<file path="src/hw/pmd_pkg.sv">
package pmd_pkg;

	// =====================================================================
	// Local master status codes
	// =====================================================================
	localparam logic [3:0] ST_IDLE      = 4'h0;
	localparam logic [3:0] ST_ADDR_LOAD = 4'h1;
	localparam logic [3:0] ST_BUS_XACT  = 4'h2;
	localparam logic [3:0] ST_BUS_TERM  = 4'h3;

	// =====================================================================
	// Termination codes
	// =====================================================================
	localparam logic [3:0] TERM_NONE   = 4'h0;
	localparam logic [3:0] TERM_NORMAL = 4'h1;

	// =====================================================================
	// Bus commands and reset values
	// =====================================================================
	localparam logic [3:0]  CMD_DAC      = 4'hd;
	localparam logic [31:0] DATA_RST     = 32'h0000_0000;
	localparam logic [15:0] BURST_RST    = 16'h0000;
	localparam logic [3:0]  CBE_RST      = 4'h0;

	typedef enum logic [2:0] {
		PMD_IDLE  = 3'b000,
		PMD_REQ   = 3'b001,
		PMD_LOAD  = 3'b010,
		PMD_ADLO  = 3'b011,
		PMD_ADHI  = 3'b100,
		PMD_DATA  = 3'b101,
		PMD_TURN  = 3'b110,
		PMD_DONE  = 3'b111
	} pmd_state_e;

	// Start-of-transfer request latched from the local side.
	typedef struct packed {
		logic [63:0] addr;
		logic [3:0]  cmd;
		logic [15:0] len;
	} pmd_req_s;

endpackage

</file>
<file path="src/hw/pmd_seq.sv">
`timescale 1ns/1ps
module pmd_seq (
	input  wire logic        core_clk,            // PCI clock
	input  wire logic        reset_n,             // Async reset, active low
	input  wire logic        local_req_32_n,      // Local 32-bit request
	input  wire logic        local_ready_in_n,    // Local ready
	input  wire logic [63:0] local_addr_in,       // Starting address
	input  wire logic [3:0]  local_cmd_be_in,     // Command or byte enables
	input  wire logic [15:0] local_burst_len_in,  // Burst length in doublewords
	input  wire logic        gnt_n,               // Bus grant pin
	input  wire logic        trdy_n,              // Target ready pin
	input  wire logic        bus_frame_n,         // Observed framen pin
	input  wire logic        bus_irdy_n,          // Observed irdyn pin
	input  wire logic [31:0] ad_in,               // Address/data pins in
	output logic             req_n,               // Bus request
	output logic             frame_n_o,           // framen drive value
	output logic             frame_oe_n,          // framen enable, low drives
	output logic             irdy_n_o,            // irdyn drive value
	output logic             irdy_oe_n,           // irdyn enable, low drives
	output logic [31:0]      ad_o,                // Address/data drive
	output logic             ad_oe_n,             // ad enable, low drives
	output logic [3:0]       cbe_o,               // Command/byte enables
	output logic             cbe_oe_n,            // cben enable, low drives
	output logic             local_grant_out_n,   // Local grant
	output logic             local_transfer_strobe_n, // Read data valid
	output logic [31:0]      local_data_out,      // Read data to local side
	output logic [15:0]      burst_counter,       // Remaining doublewords
	output logic [3:0]       local_master_state,  // Local status
	output logic [3:0]       termination_code     // Termination status
);

	// =====================================================================
	// Reset release and pin synchronisers
	// =====================================================================
	logic       rst_m_r;
	logic       rst_r;
	logic [4:0] pin_m_r;
	logic [4:0] pin_r;
	logic [31:0] ad_m_r;
	logic [31:0] ad_r;

	always_ff @(posedge core_clk or negedge reset_n) begin
		if (!reset_n) begin
			rst_m_r <= 1'b0;
			rst_r   <= 1'b0;
		end else begin
			rst_m_r <= 1'b1;
			rst_r   <= rst_m_r;
		end
	end

	// Pins are sampled through two stages; this adds latency against the
	// bus but keeps metastability away from the sequencer.
	always_ff @(posedge core_clk or negedge rst_r) begin
		if (!rst_r) begin
			pin_m_r <= 5'h1f;
			pin_r   <= 5'h1f;
			ad_m_r  <= pmd_pkg::DATA_RST;
			ad_r    <= pmd_pkg::DATA_RST;
		end else begin
			pin_m_r <= {gnt_n, trdy_n, bus_frame_n, bus_irdy_n, local_ready_in_n};
			pin_r   <= pin_m_r;
			ad_m_r  <= ad_in;
			ad_r    <= ad_m_r;
		end
	end

	logic gnt_s, trdy_s, frame_s, irdy_s, lrdy_s;
	assign {gnt_s, trdy_s, frame_s, irdy_s, lrdy_s} = pin_r;

	// =====================================================================
	// Sequencer
	// =====================================================================
	pmd_pkg::pmd_state_e state_r, state_nxt;
	pmd_pkg::pmd_req_s   req_r, req_nxt;
	logic        req_n_r, req_n_nxt;
	logic        frame_r, frame_nxt, frame_oe_r, frame_oe_nxt;
	logic        irdy_r, irdy_nxt, irdy_oe_r, irdy_oe_nxt;
	logic [31:0] ad_o_r, ad_o_nxt;
	logic        ad_oe_r, ad_oe_nxt;
	logic [3:0]  cbe_r, cbe_nxt;
	logic        cbe_oe_r, cbe_oe_nxt;
	logic        lgnt_r, lgnt_nxt;
	logic        xfer_r, xfer_nxt;
	logic [31:0] ldata_r, ldata_nxt;
	logic [15:0] cnt_r, cnt_nxt;
	logic [3:0]  stat_r, stat_nxt;
	logic [3:0]  term_r, term_nxt;
	logic        lrdy_d_r;
	logic        phase_done;
	logic [15:0] cnt_left;

	// Count still owed once this cycle's phase is taken. The load and the
	// framen release share it so that they can never disagree.
	function automatic logic [15:0] count_after(input logic [15:0] cnt, input logic done);
		count_after = done ? cnt - 16'h0001 : cnt;
	endfunction

	// Both ready strobes come from one synchronised sample of the wires, so
	// the word held in ad_r belongs to the very phase that is counted.
	assign phase_done = !irdy_s && !trdy_s;
	assign cnt_left   = count_after(cnt_r, phase_done);

	// =====================================================================
	// Next-state logic
	// =====================================================================
	always_comb begin
		state_nxt   = state_r;
		req_nxt     = req_r;
		req_n_nxt   = req_n_r;
		frame_nxt   = frame_r;
		frame_oe_nxt = frame_oe_r;
		irdy_nxt    = irdy_r;
		irdy_oe_nxt = irdy_oe_r;
		ad_o_nxt    = ad_o_r;
		ad_oe_nxt   = ad_oe_r;
		cbe_nxt     = cbe_r;
		cbe_oe_nxt  = cbe_oe_r;
		lgnt_nxt    = lgnt_r;
		xfer_nxt    = 1'b1;
		ldata_nxt   = ldata_r;
		cnt_nxt     = cnt_r;
		stat_nxt    = stat_r;
		term_nxt    = term_r;
		case (state_r)
			pmd_pkg::PMD_IDLE: begin
				// A request is only taken here, so one raised during a burst
				// simply waits until the sequencer is back in idle.
				irdy_oe_nxt = 1'b1;
				if (!local_req_32_n) begin
					req_n_nxt = 1'b0;
					req_nxt   = '{local_addr_in, local_cmd_be_in, local_burst_len_in};
					state_nxt = pmd_pkg::PMD_REQ;
				end
			end
			pmd_pkg::PMD_REQ: begin
				// Grant is honoured only while framen and irdyn both read high,
				// so the tail of another master's transfer is never overrun.
				if (!gnt_s && frame_s && irdy_s) begin
					lgnt_nxt  = 1'b0;
					state_nxt = pmd_pkg::PMD_LOAD;
				end
			end
			pmd_pkg::PMD_LOAD: begin
				stat_nxt  = pmd_pkg::ST_ADDR_LOAD;
				cnt_nxt   = req_r.len;
				state_nxt = pmd_pkg::PMD_ADLO;
			end
			pmd_pkg::PMD_ADLO: begin
				// Address and command reach the pins one cycle after entry,
				// because every output is registered.
				frame_nxt    = 1'b0;
				frame_oe_nxt = 1'b0;
				ad_o_nxt     = req_r.addr[31:0];
				ad_oe_nxt    = 1'b0;
				cbe_nxt      = pmd_pkg::CMD_DAC;
				cbe_oe_nxt   = 1'b0;
				req_n_nxt    = 1'b1;
				state_nxt    = pmd_pkg::PMD_ADHI;
			end
			pmd_pkg::PMD_ADHI: begin
				// The grant is withdrawn here, so the local side sees it from one cycle
				// before the address loading status until that status ends.
				ad_o_nxt  = req_r.addr[63:32];
				cbe_nxt   = req_r.cmd;
				stat_nxt  = pmd_pkg::ST_BUS_XACT;
				lgnt_nxt  = 1'b1;
				state_nxt = pmd_pkg::PMD_DATA;
			end
			pmd_pkg::PMD_DATA: begin
				// The wires are seen two cycles late, so the bus may run a few
				// phases past the count; only synchronised phases are delivered.
				ad_oe_nxt   = 1'b1;
				cbe_nxt     = local_cmd_be_in;
				irdy_oe_nxt = 1'b0;
				irdy_nxt    = lrdy_d_r;
				if (phase_done) begin
					ldata_nxt = ad_r;
					cnt_nxt   = cnt_left;
					// A counted phase means trdyn and irdyn were both low.
					xfer_nxt  = 1'b0;
				end
				// The framen release waits for a cycle in which irdyn stays asserted.
				if (cnt_left == 16'h0001 && !lrdy_d_r) begin
					frame_nxt = 1'b1;
				end
				if (phase_done && cnt_r == 16'h0001) begin
					frame_oe_nxt = 1'b1;
					cbe_oe_nxt   = 1'b1;
					irdy_nxt     = 1'b1;
					stat_nxt     = pmd_pkg::ST_BUS_TERM;
					term_nxt     = pmd_pkg::TERM_NORMAL;
					state_nxt    = pmd_pkg::PMD_TURN;
				end
			end
			pmd_pkg::PMD_TURN: begin
				// The irdyn drive is given up one cycle after it went high, so
				// the wire is never left floating while still low.
				irdy_oe_nxt = 1'b1;
				state_nxt   = pmd_pkg::PMD_DONE;
			end
			pmd_pkg::PMD_DONE: begin
				// One more cycle in the terminating status lets the local master
				// see it before the sequencer returns to idle.
				stat_nxt  = pmd_pkg::ST_IDLE;
				state_nxt = pmd_pkg::PMD_IDLE;
			end
			default: begin
				state_nxt = pmd_pkg::PMD_IDLE;
			end
		endcase
	end

	// =====================================================================
	// Sequencer registers
	// =====================================================================
	// All sequencer state is held here; the next values come from the
	// combinational block above, except lrdy_d_r, which takes lrdy_s.
	always_ff @(posedge core_clk or negedge rst_r) begin
		if (!rst_r) begin
			state_r    <= pmd_pkg::PMD_IDLE;
			req_r      <= '0;
			req_n_r    <= 1'b1;
			frame_r    <= 1'b1;
			frame_oe_r <= 1'b1;
			irdy_r     <= 1'b1;
			irdy_oe_r  <= 1'b1;
			ad_o_r     <= pmd_pkg::DATA_RST;
			ad_oe_r    <= 1'b1;
			cbe_r      <= pmd_pkg::CBE_RST;
			cbe_oe_r   <= 1'b1;
			lgnt_r     <= 1'b1;
			xfer_r     <= 1'b1;
			ldata_r    <= pmd_pkg::DATA_RST;
			cnt_r      <= pmd_pkg::BURST_RST;
			stat_r     <= pmd_pkg::ST_IDLE;
			term_r     <= pmd_pkg::TERM_NONE;
			lrdy_d_r   <= 1'b1;
		end else begin
			state_r    <= state_nxt;
			req_r      <= req_nxt;
			req_n_r    <= req_n_nxt;
			frame_r    <= frame_nxt;
			frame_oe_r <= frame_oe_nxt;
			irdy_r     <= irdy_nxt;
			irdy_oe_r  <= irdy_oe_nxt;
			ad_o_r     <= ad_o_nxt;
			ad_oe_r    <= ad_oe_nxt;
			cbe_r      <= cbe_nxt;
			cbe_oe_r   <= cbe_oe_nxt;
			lgnt_r     <= lgnt_nxt;
			xfer_r     <= xfer_nxt;
			ldata_r    <= ldata_nxt;
			cnt_r      <= cnt_nxt;
			stat_r     <= stat_nxt;
			term_r     <= term_nxt;
			lrdy_d_r   <= lrdy_s;
		end
	end

	// =====================================================================
	// Output drive
	// =====================================================================
	// Every output is a register copy, so the pins see no decode glitches.
	assign req_n                   = req_n_r;
	assign frame_n_o               = frame_r;
	assign frame_oe_n              = frame_oe_r;
	assign irdy_n_o                = irdy_r;
	assign irdy_oe_n               = irdy_oe_r;
	assign ad_o                    = ad_o_r;
	assign ad_oe_n                 = ad_oe_r;
	assign cbe_o                   = cbe_r;
	assign cbe_oe_n                = cbe_oe_r;
	assign local_grant_out_n       = lgnt_r;
	assign local_transfer_strobe_n = xfer_r;
	assign local_data_out          = ldata_r;
	assign burst_counter           = cnt_r;
	assign local_master_state      = stat_r;
	assign termination_code        = term_r;

endmodule

</file>
<file path="config.mk">
export PLATFORM = sky130hd
export DESIGN_NAME = pmd_seq
export DESIGN_NICKNAME = d
export VERILOG_FILES = /design/src/hw/pmd_pkg.sv /design/src/hw/pmd_seq.sv
export SDC_FILE = /design/constraint.sdc
export NUM_CORES = 1
export LEC_CHECK = 0
export BUFFER_PORTS_ARGS = -buffer_cell sky130_fd_sc_hd__buf_2
export CAP_MARGIN = 25
export CORE_MARGIN = 5
export CORE_UTILIZATION = 40
export DETAILED_ROUTE_END_ITERATION = 7
export HOLD_SLACK_MARGIN = 0.1
export MAX_ROUTING_LAYER = met4
export SYNTH_ARGS = -nofsm -noshare
export SYNTH_HDL_FRONTEND = slang
export SYNTH_SLANG_ARGS = --single-unit
</file>
<file path="constraint.sdc">
create_clock -name core_clk -period 12.6 [get_ports core_clk]
set_input_delay 1.26 -clock core_clk [delete_from_list [all_inputs] [get_ports core_clk]]
set_output_delay 1.26 -clock core_clk [all_outputs]
set_load 0.005 [all_outputs]
</file>
==> results of run 1 <==
[routing by layer]
metal	up-vias	wire (um)
met5	-	0
met4	0	425
met3	29	1980
met2	169	10800
met1	3281	9380
li1	3167	-
[worst max-delay path, delay by kind of cell, from the launching register on]
kind / cells / cell delay, ns
flip-flops: 1 / 0.40
AND/OR/NAND/NOR: 4 / 0.34
buffers and inverters: 5 / 1.58
adder cells (fa/ha/maj): 1 / 0.28
[layout make-up]
class / instances / area (sq um)
multi-input cells: 478 / 3170
repair buffers: 232 / 1250
fillers: 2233 / 12000
well taps: 324 / 405
diodes: 9 / 22.5
flip-flops and latches: 259 / 6510
inverters: 9 / 33.8
clock buffers: 39 / 741
clock inverters: 11 / 225
[state kept, by name, indices dropped and copies added, names as in the netlist]
name / cells
ad_m_r: 32
cbe_o: 4
ad_o: 32
local_transfer_strobe_n: 1
pin_r: 5
cbe_oe_n: 1
req_n: 1
local_master_state: 2
local_grant_out_n: 1
state_r: 3
burst_counter: 16
req_r: 84
irdy_n_o: 1
rst_m_r: 1
lrdy_d_r: 1
local_data_out: 32
frame_n_o: 1
pin_m_r: 5
ad_r: 32
irdy_oe_n: 1
ad_oe_n: 1
rst_r: 1
termination_code: 1
[per-stage QoR]
stage	utilization	total power, mW	hold slack (ns)
2_1_floorplan	-	1.88	0.331
6_report	0.508	3.03	0.327
5_1_grt	0.508	3.25	0.352
4_1_cts	0.504	3.08	0.347
3_5_place_dp	0.464	2.20	0.335
3_3_place_gp	0.464	2.18	0.333
[placed cells by master, fill, tap and decap left out, drive strengths merged, types with 3 or more instances in the layout]
| cell type | instances |
|---|---|
| or4 | 4 |
| a21oi | 17 |
| nand2 | 152 |
| nand2b | 4 |
| bufinv | 6 |
| mux2 | 85 |
| o2bb2ai | 5 |
| o22ai | 5 |
| diode | 9 |
| nor3 | 18 |
| nor3b | 3 |
| buf | 232 |
| inv | 9 |
| clkinv | 3 |
| o21ai | 54 |
| clkbuf | 39 |
| o31ai | 3 |
| nor2b | 3 |
| a22oi | 10 |
| dfstp | 19 |
| nand3 | 5 |
| a31oi | 3 |
| or3 | 6 |
| dfrtp | 240 |
| mux2i | 33 |
| conb | 6 |
| nor4 | 3 |
| nor2 | 18 |
| or2 | 4 |
| ha | 6 |
[worst min-delay path by stage]
| stage | start | to | slack, ns | depth (start not counted) |
|---|---|---|---|---|
| after global placement | ad_m_r[21] | ad_r[21] | 0.33 | 0 |
| after CTS | rst_r | ad_o[24] | 0.35 | 0 |
| after global routing | ad_m_r[21] | ad_r[21] | 0.35 | 0 |
| final | rst_r | req_r[75] | 0.33 | 0 |
| after floorplan | ad_m_r[0] | ad_r[0] | 0.33 | 0 |
| after detailed placement | ad_m_r[31] | ad_r[31] | 0.33 | 0 |
[cells by family (layout without fill, tap and decap cells)]
| kind of cell | count (synthesis) | in the layout | synth area share |
|---|---|---|---|
| DFF | 259 | 259 | 0.657 |
| and+or+nand+nor | 231 | 231 | 0.106 |
| muxes | 118 | 118 | 0.130 |
| AOI/OAI and AO/OA | 117 | 117 | 0.0730 |
| buffers and inverters | 56 | 291 | 0.0260 |
| adders and majority gates | 6 | 6 | 0.00758 |
| other | 2 | 15 | 0.000758 |
[report_power, final]
| part | total, mW | switching (mW) | internal, mW |
|---|---|---|---|
| Clock | 0.853 | 0.320 | 0.534 |
| Sequential | 1.33 | 0.192 | 1.13 |
| Combinational | 0.851 | 0.418 | 0.433 |
| Total | 3.03 | 0.929 | 2.10 |
==> impl_metrics.toml, run 1 <==
[run_status]
outcome = "finished, final reports clean"

[logic_synthesis]
ys_ff_latch = 259
synth.most_common_cell = "dfrtp_1"
synthesis.area_per_instance_sq_um = 12.6
synth_top_area_cell = "dfrtp_1"
ys_seq_area_frac = 0.657
synth_area_leaders = "dfrtp_1 (61%), mux2_2 (9.7%), nand2_1 (5.8%), dfstp_2 (5.0%), mux2i_1 (3.3%)"
syn_area_sq_mm = 0.00991
ys_types = 57
async_flop_share = 1.00
synth_top_area_share = 0.606
netlist_top_cells_count = "dfrtp_1 (240), nand2_1 (152), mux2_2 (85)"
syn_inst = 789
synth_warnings = 0
synthFlopType = "dfrtp_1"
synth-edff-count = 0

[global_route]
grt_pass1_vias = 6908
grt_overflow = 0
grt_antenna_before_repair = 8
grt_use_total = 0.167
grt_max_degree = 75
use_met1 = 0.212
grt.busiest_layer = "met2"
grt_pass1_wl_um = 37300
use_met2 = 0.261
grt_use_met3 = 0.0592

[sta]
layout_setup_ws_ns = 9.84
final.min_clock_period_ns = 2.76
finalSetupViolCount = 0
maxSlewHeadroom = 0.363
setup-tns-final_ns = 0
period_share = 0.219
max_freq_mhz = 362
maxSlewViolCount = 0
rsz0062_at_grt = "false"
hold_violations = 0
skew_ns = 0.00713
tightest_slew_ns = 0.955

[finish]
post-route-cell-area_sq_mm = 0.0124
finalNonFillerCells = 1361
nets = 1137
drive_gt1_frac = 0.381
syn2layout_area_growth_pct = 24.8

[worst_setup_path]
rr_worst_depth = 10
slowest_delay_ns = 0.53
path_cells = "inv_1 -> ha_1 -> nand2_1 -> buf_4 -> nor3_4 -> buf_4 -> clkinv_1 -> buf_16 -> nand2_1 -> nand2_1"
crit_path_max_fanout = 37
worstSetupPathType = "flip-flop to flip-flop"
r2r_slack_ns = 9.84
slowest_stage = "clkinv_1"
critical_path_required_ns = 13.02
critPathCaptureType = "flip-flop"
crit_top_cell = "nand2_1"
cp.arrival_ns = 3.18
rr_startpoint = "state_r[1]"
critPathCapture = "local_data_out[24]"
cp-start-kind = "flip-flop"
timing.rr.end = "local_data_out[24]"
crit_path_start = "state_r[1]"

[floorplanning]
num_rows = 57
fp.dieArea_sq_mm = 0.0280
die_width_um = 167
chipHeight_um = 167
initial_core_util = 0.407
io_pins = 225
core-area_sq_mm = 0.0243

[cts]
cts_inserted_buffers = 27
clk_path_buf_depth = 3
cts_tree = "built"
hold_buffers = 0
clkLatencyLatePin_ns = 0.53
cts_root_buf = "clkbuf_16"
htreeDepth = 1
clock_sinks = 259
post_cts_resized = 0
path_clk_slew_ns = 0.06
postCtsSetupBuffers = 0

[detailed_routing]
via_per_inst = 4.88
vias = 6646
drtPass1Iterations = 4
wl_um = 22600
routedWlPerCell_um = 16.6
postRouteAntennaNets = 0
drt-initial-drc-count = 445
post-route-drc-count = 0

[power_and_ir_drop]
leakagePower_nw = 5.90
peakVddDrop_v = 0.000122
power_density_mw_per_mm2 = 245

[placement]
dp_cells = 1298
dpl_cell_area_sq_mm = 0.0113
gp_congestion = 0.851
place_ws_ns = 9.37
dpl.hpwl_um = 15500
portBuffers = 219

[hold_path]
min_path_type = "flip-flop to async pin"

[job]
cap_violations = 0
(Power assumes the default switching activity.)
==> run 2, diff against run 1 <==
- clock period: 12.6 -> 2.3 ns (I/O delays scaled with it)
==> run 2 against run 1 <==
  * Global-route usage rose by 1.2 points
  * First-iteration DRC count decreased by 24%
  * Maximum frequency grew 29%
  * Combinational power rose to 6.1 times the previous value
  * Non-clock buffer count up 137
  * Routed wire length grew 9.0%
  * Setup slack worse by 9.7 ns
  * Register-to-register slack lost 9.7 ns
  * Core utilization up 5.4 points
  * Critical path depth is 3 lower
  * Design area rose by 11%
  * Highest routed layer unchanged
  * Die area is the same
  * Critical path type unchanged
==> impl_metrics.toml, run 2 (synthesis gave the netlist of run 1 again) <==
[run_status]
outcome = "finished, final reports clean"

[finish]
largest_reg_flops = 84
final_common_cell = "dfrtp_1"
final_cell_mix = "dfrtp_1 (239), buf_2 (219), nand2_1 (152)"
nets = 1274
largest_register = "req_r"
drive_gt1_frac = 0.351
syn2layout_area_growth_pct = 38.2
fillCellCount = 2049
finalNonFillerCells = 1491

[sta]
maxSlewViolCount = 0
finalSetupViolCount = 0
period_share = 0.933
tightest_slew_ns = 0.550
holdWs_ns = 0.160
setup-tns-final_ns = 0
max_freq_mhz = 466
skew_ns = 0.0118
maxSlewHeadroom = 0.632
final.min_clock_period_ns = 2.15
hold_violations = 0
rsz0062_at_grt = "false"
layout_setup_ws_ns = 0.154

[detailed_routing]
routedWlPerCell_um = 16.5
postRouteAntennaNets = 0
via_per_inst = 4.81
wl_um = 24700
post-route-drc-count = 0
drt-initial-drc-count = 340
drtPass1Iterations = 4
vias = 7176

[worst_setup_path]
crit_path_max_fanout = 8
critPathCaptureType = "flip-flop"
cp-start-kind = "flip-flop"
cp.arrival_ns = 2.60
worstSetupPathType = "flip-flop to flip-flop"
critical_path_required_ns = 2.76

[global_route]
grt_antenna_before_repair = 3
grt_pass1_wl_um = 40200
grt_pass1_vias = 7667
grt_use_total = 0.179
grt_overflow = 0
grt_max_degree = 97

[cts]
clkLatencyLatePin_ns = 0.54
cts_inserted_buffers = 27
path_clk_slew_ns = 0.06
htreeDepth = 1
cts_root_buf = "clkbuf_16"
clock_sinks = 259
cts_tree = "built"
clk_path_buf_depth = 3

[placement]
dp_cells = 1315
place_ws_ns = 0.171
portBuffers = 219
dpl.hpwl_um = 16200
gp_congestion = 0.857

[floorplanning]
num_rows = 57
fp.dieArea_sq_mm = 0.0280
io_pins = 225
die_width_um = 167
core-area_sq_mm = 0.0243
initial_core_util = 0.407
chipHeight_um = 167

[hold_path]
min_path_type = "flip-flop to async pin"

[power_and_ir_drop]
total_power_mw = 16.9
peakVddDrop_v = 0.000712
leakagePower_nw = 6.49
power_density_mw_per_mm2 = 1240

[job]
cap_violations = 0
run 2: cell count changes in the layout (fill, tap and decap cells not counted), sizes merged:
cell         delta
clkinv          +5
dlygate4sd3   +124
clkbuf          -2
diode           -6
bufinv          -2
buf            +13
clkinvlp        -2
run 2: final cells by class:
| class | instances | area [sq um] | area share |
|---|---|---|---|
| sequential | 259 | 6510 | 0.475 |
| tap | 324 | 405 | 0.0296 |
| clock buffer | 37 | 753 | 0.0550 |
| antenna | 3 | 7.51 | 0.000548 |
| timing repair buffer | 369 | 2630 | 0.192 |
| multi-input combinational | 478 | 3170 | 0.232 |
| inverter | 9 | 33.8 | 0.00247 |
| clock inverter | 12 | 179 | 0.0131 |
run 2: what timing repair did:
| item | CTS | global route |
|---|---|---|
| hold buffers | 124 | 0 |
| setup buffers | 0 | 0 |
| gates resized for setup | 0 | 1 |
| endpoints found under the setup margin | 0 | 32 |
| hold endpoints to repair | 128 | 0 |
run 2: report_power, final:
group | internal (mW) | switching, mW
Combinational | 2.66 | 2.49
Sequential | 6.22 | 0.992
Clock | 2.75 | 1.80
run 2: layer usage:
metal  GRT usage  vias to the layer above  share of wire
met1       0.221                     3489           0.41
met4      0.0430                        0          0.018
li1            -                     3425              -
met5           -                        -              0
met3      0.0424                       40          0.068
met2       0.300                      222           0.51
run 2: worst paths after layout:
check                                 start         end  slack [ns]  cells past startpoint
max reg2reg                burst_counter[1]   frame_n_o        0.15                      7
max                        burst_counter[1]   frame_n_o        0.15                      7
min in group core_clk                 gnt_n  pin_m_r[4]        0.34                      2
min reg2reg                           rst_r   req_r[76]        0.16                      0
min                                   rst_r   req_r[76]        0.16                      0
max in group asynchronous             rst_r    pin_r[3]        1.38                      1
run 2: through the flow:
stage / utilization / area [sq um]
floorplan: - / 9930
global placement: 0.473 / 11500
detailed placement: 0.473 / 11500
CTS: 0.562 / 13700
global route: 0.563 / 13700
finish: 0.563 / 13700
run 2: worst max-delay path: stages, from the launching register on:
cell,delay [ns]
dfrtp_1,0.46
inv_1,0.13
ha_1,0.18
or3b_2,0.49
nor3_1,0.28
a41o_1,0.22
o2111ai_1,0.11
o31ai_2,0.20
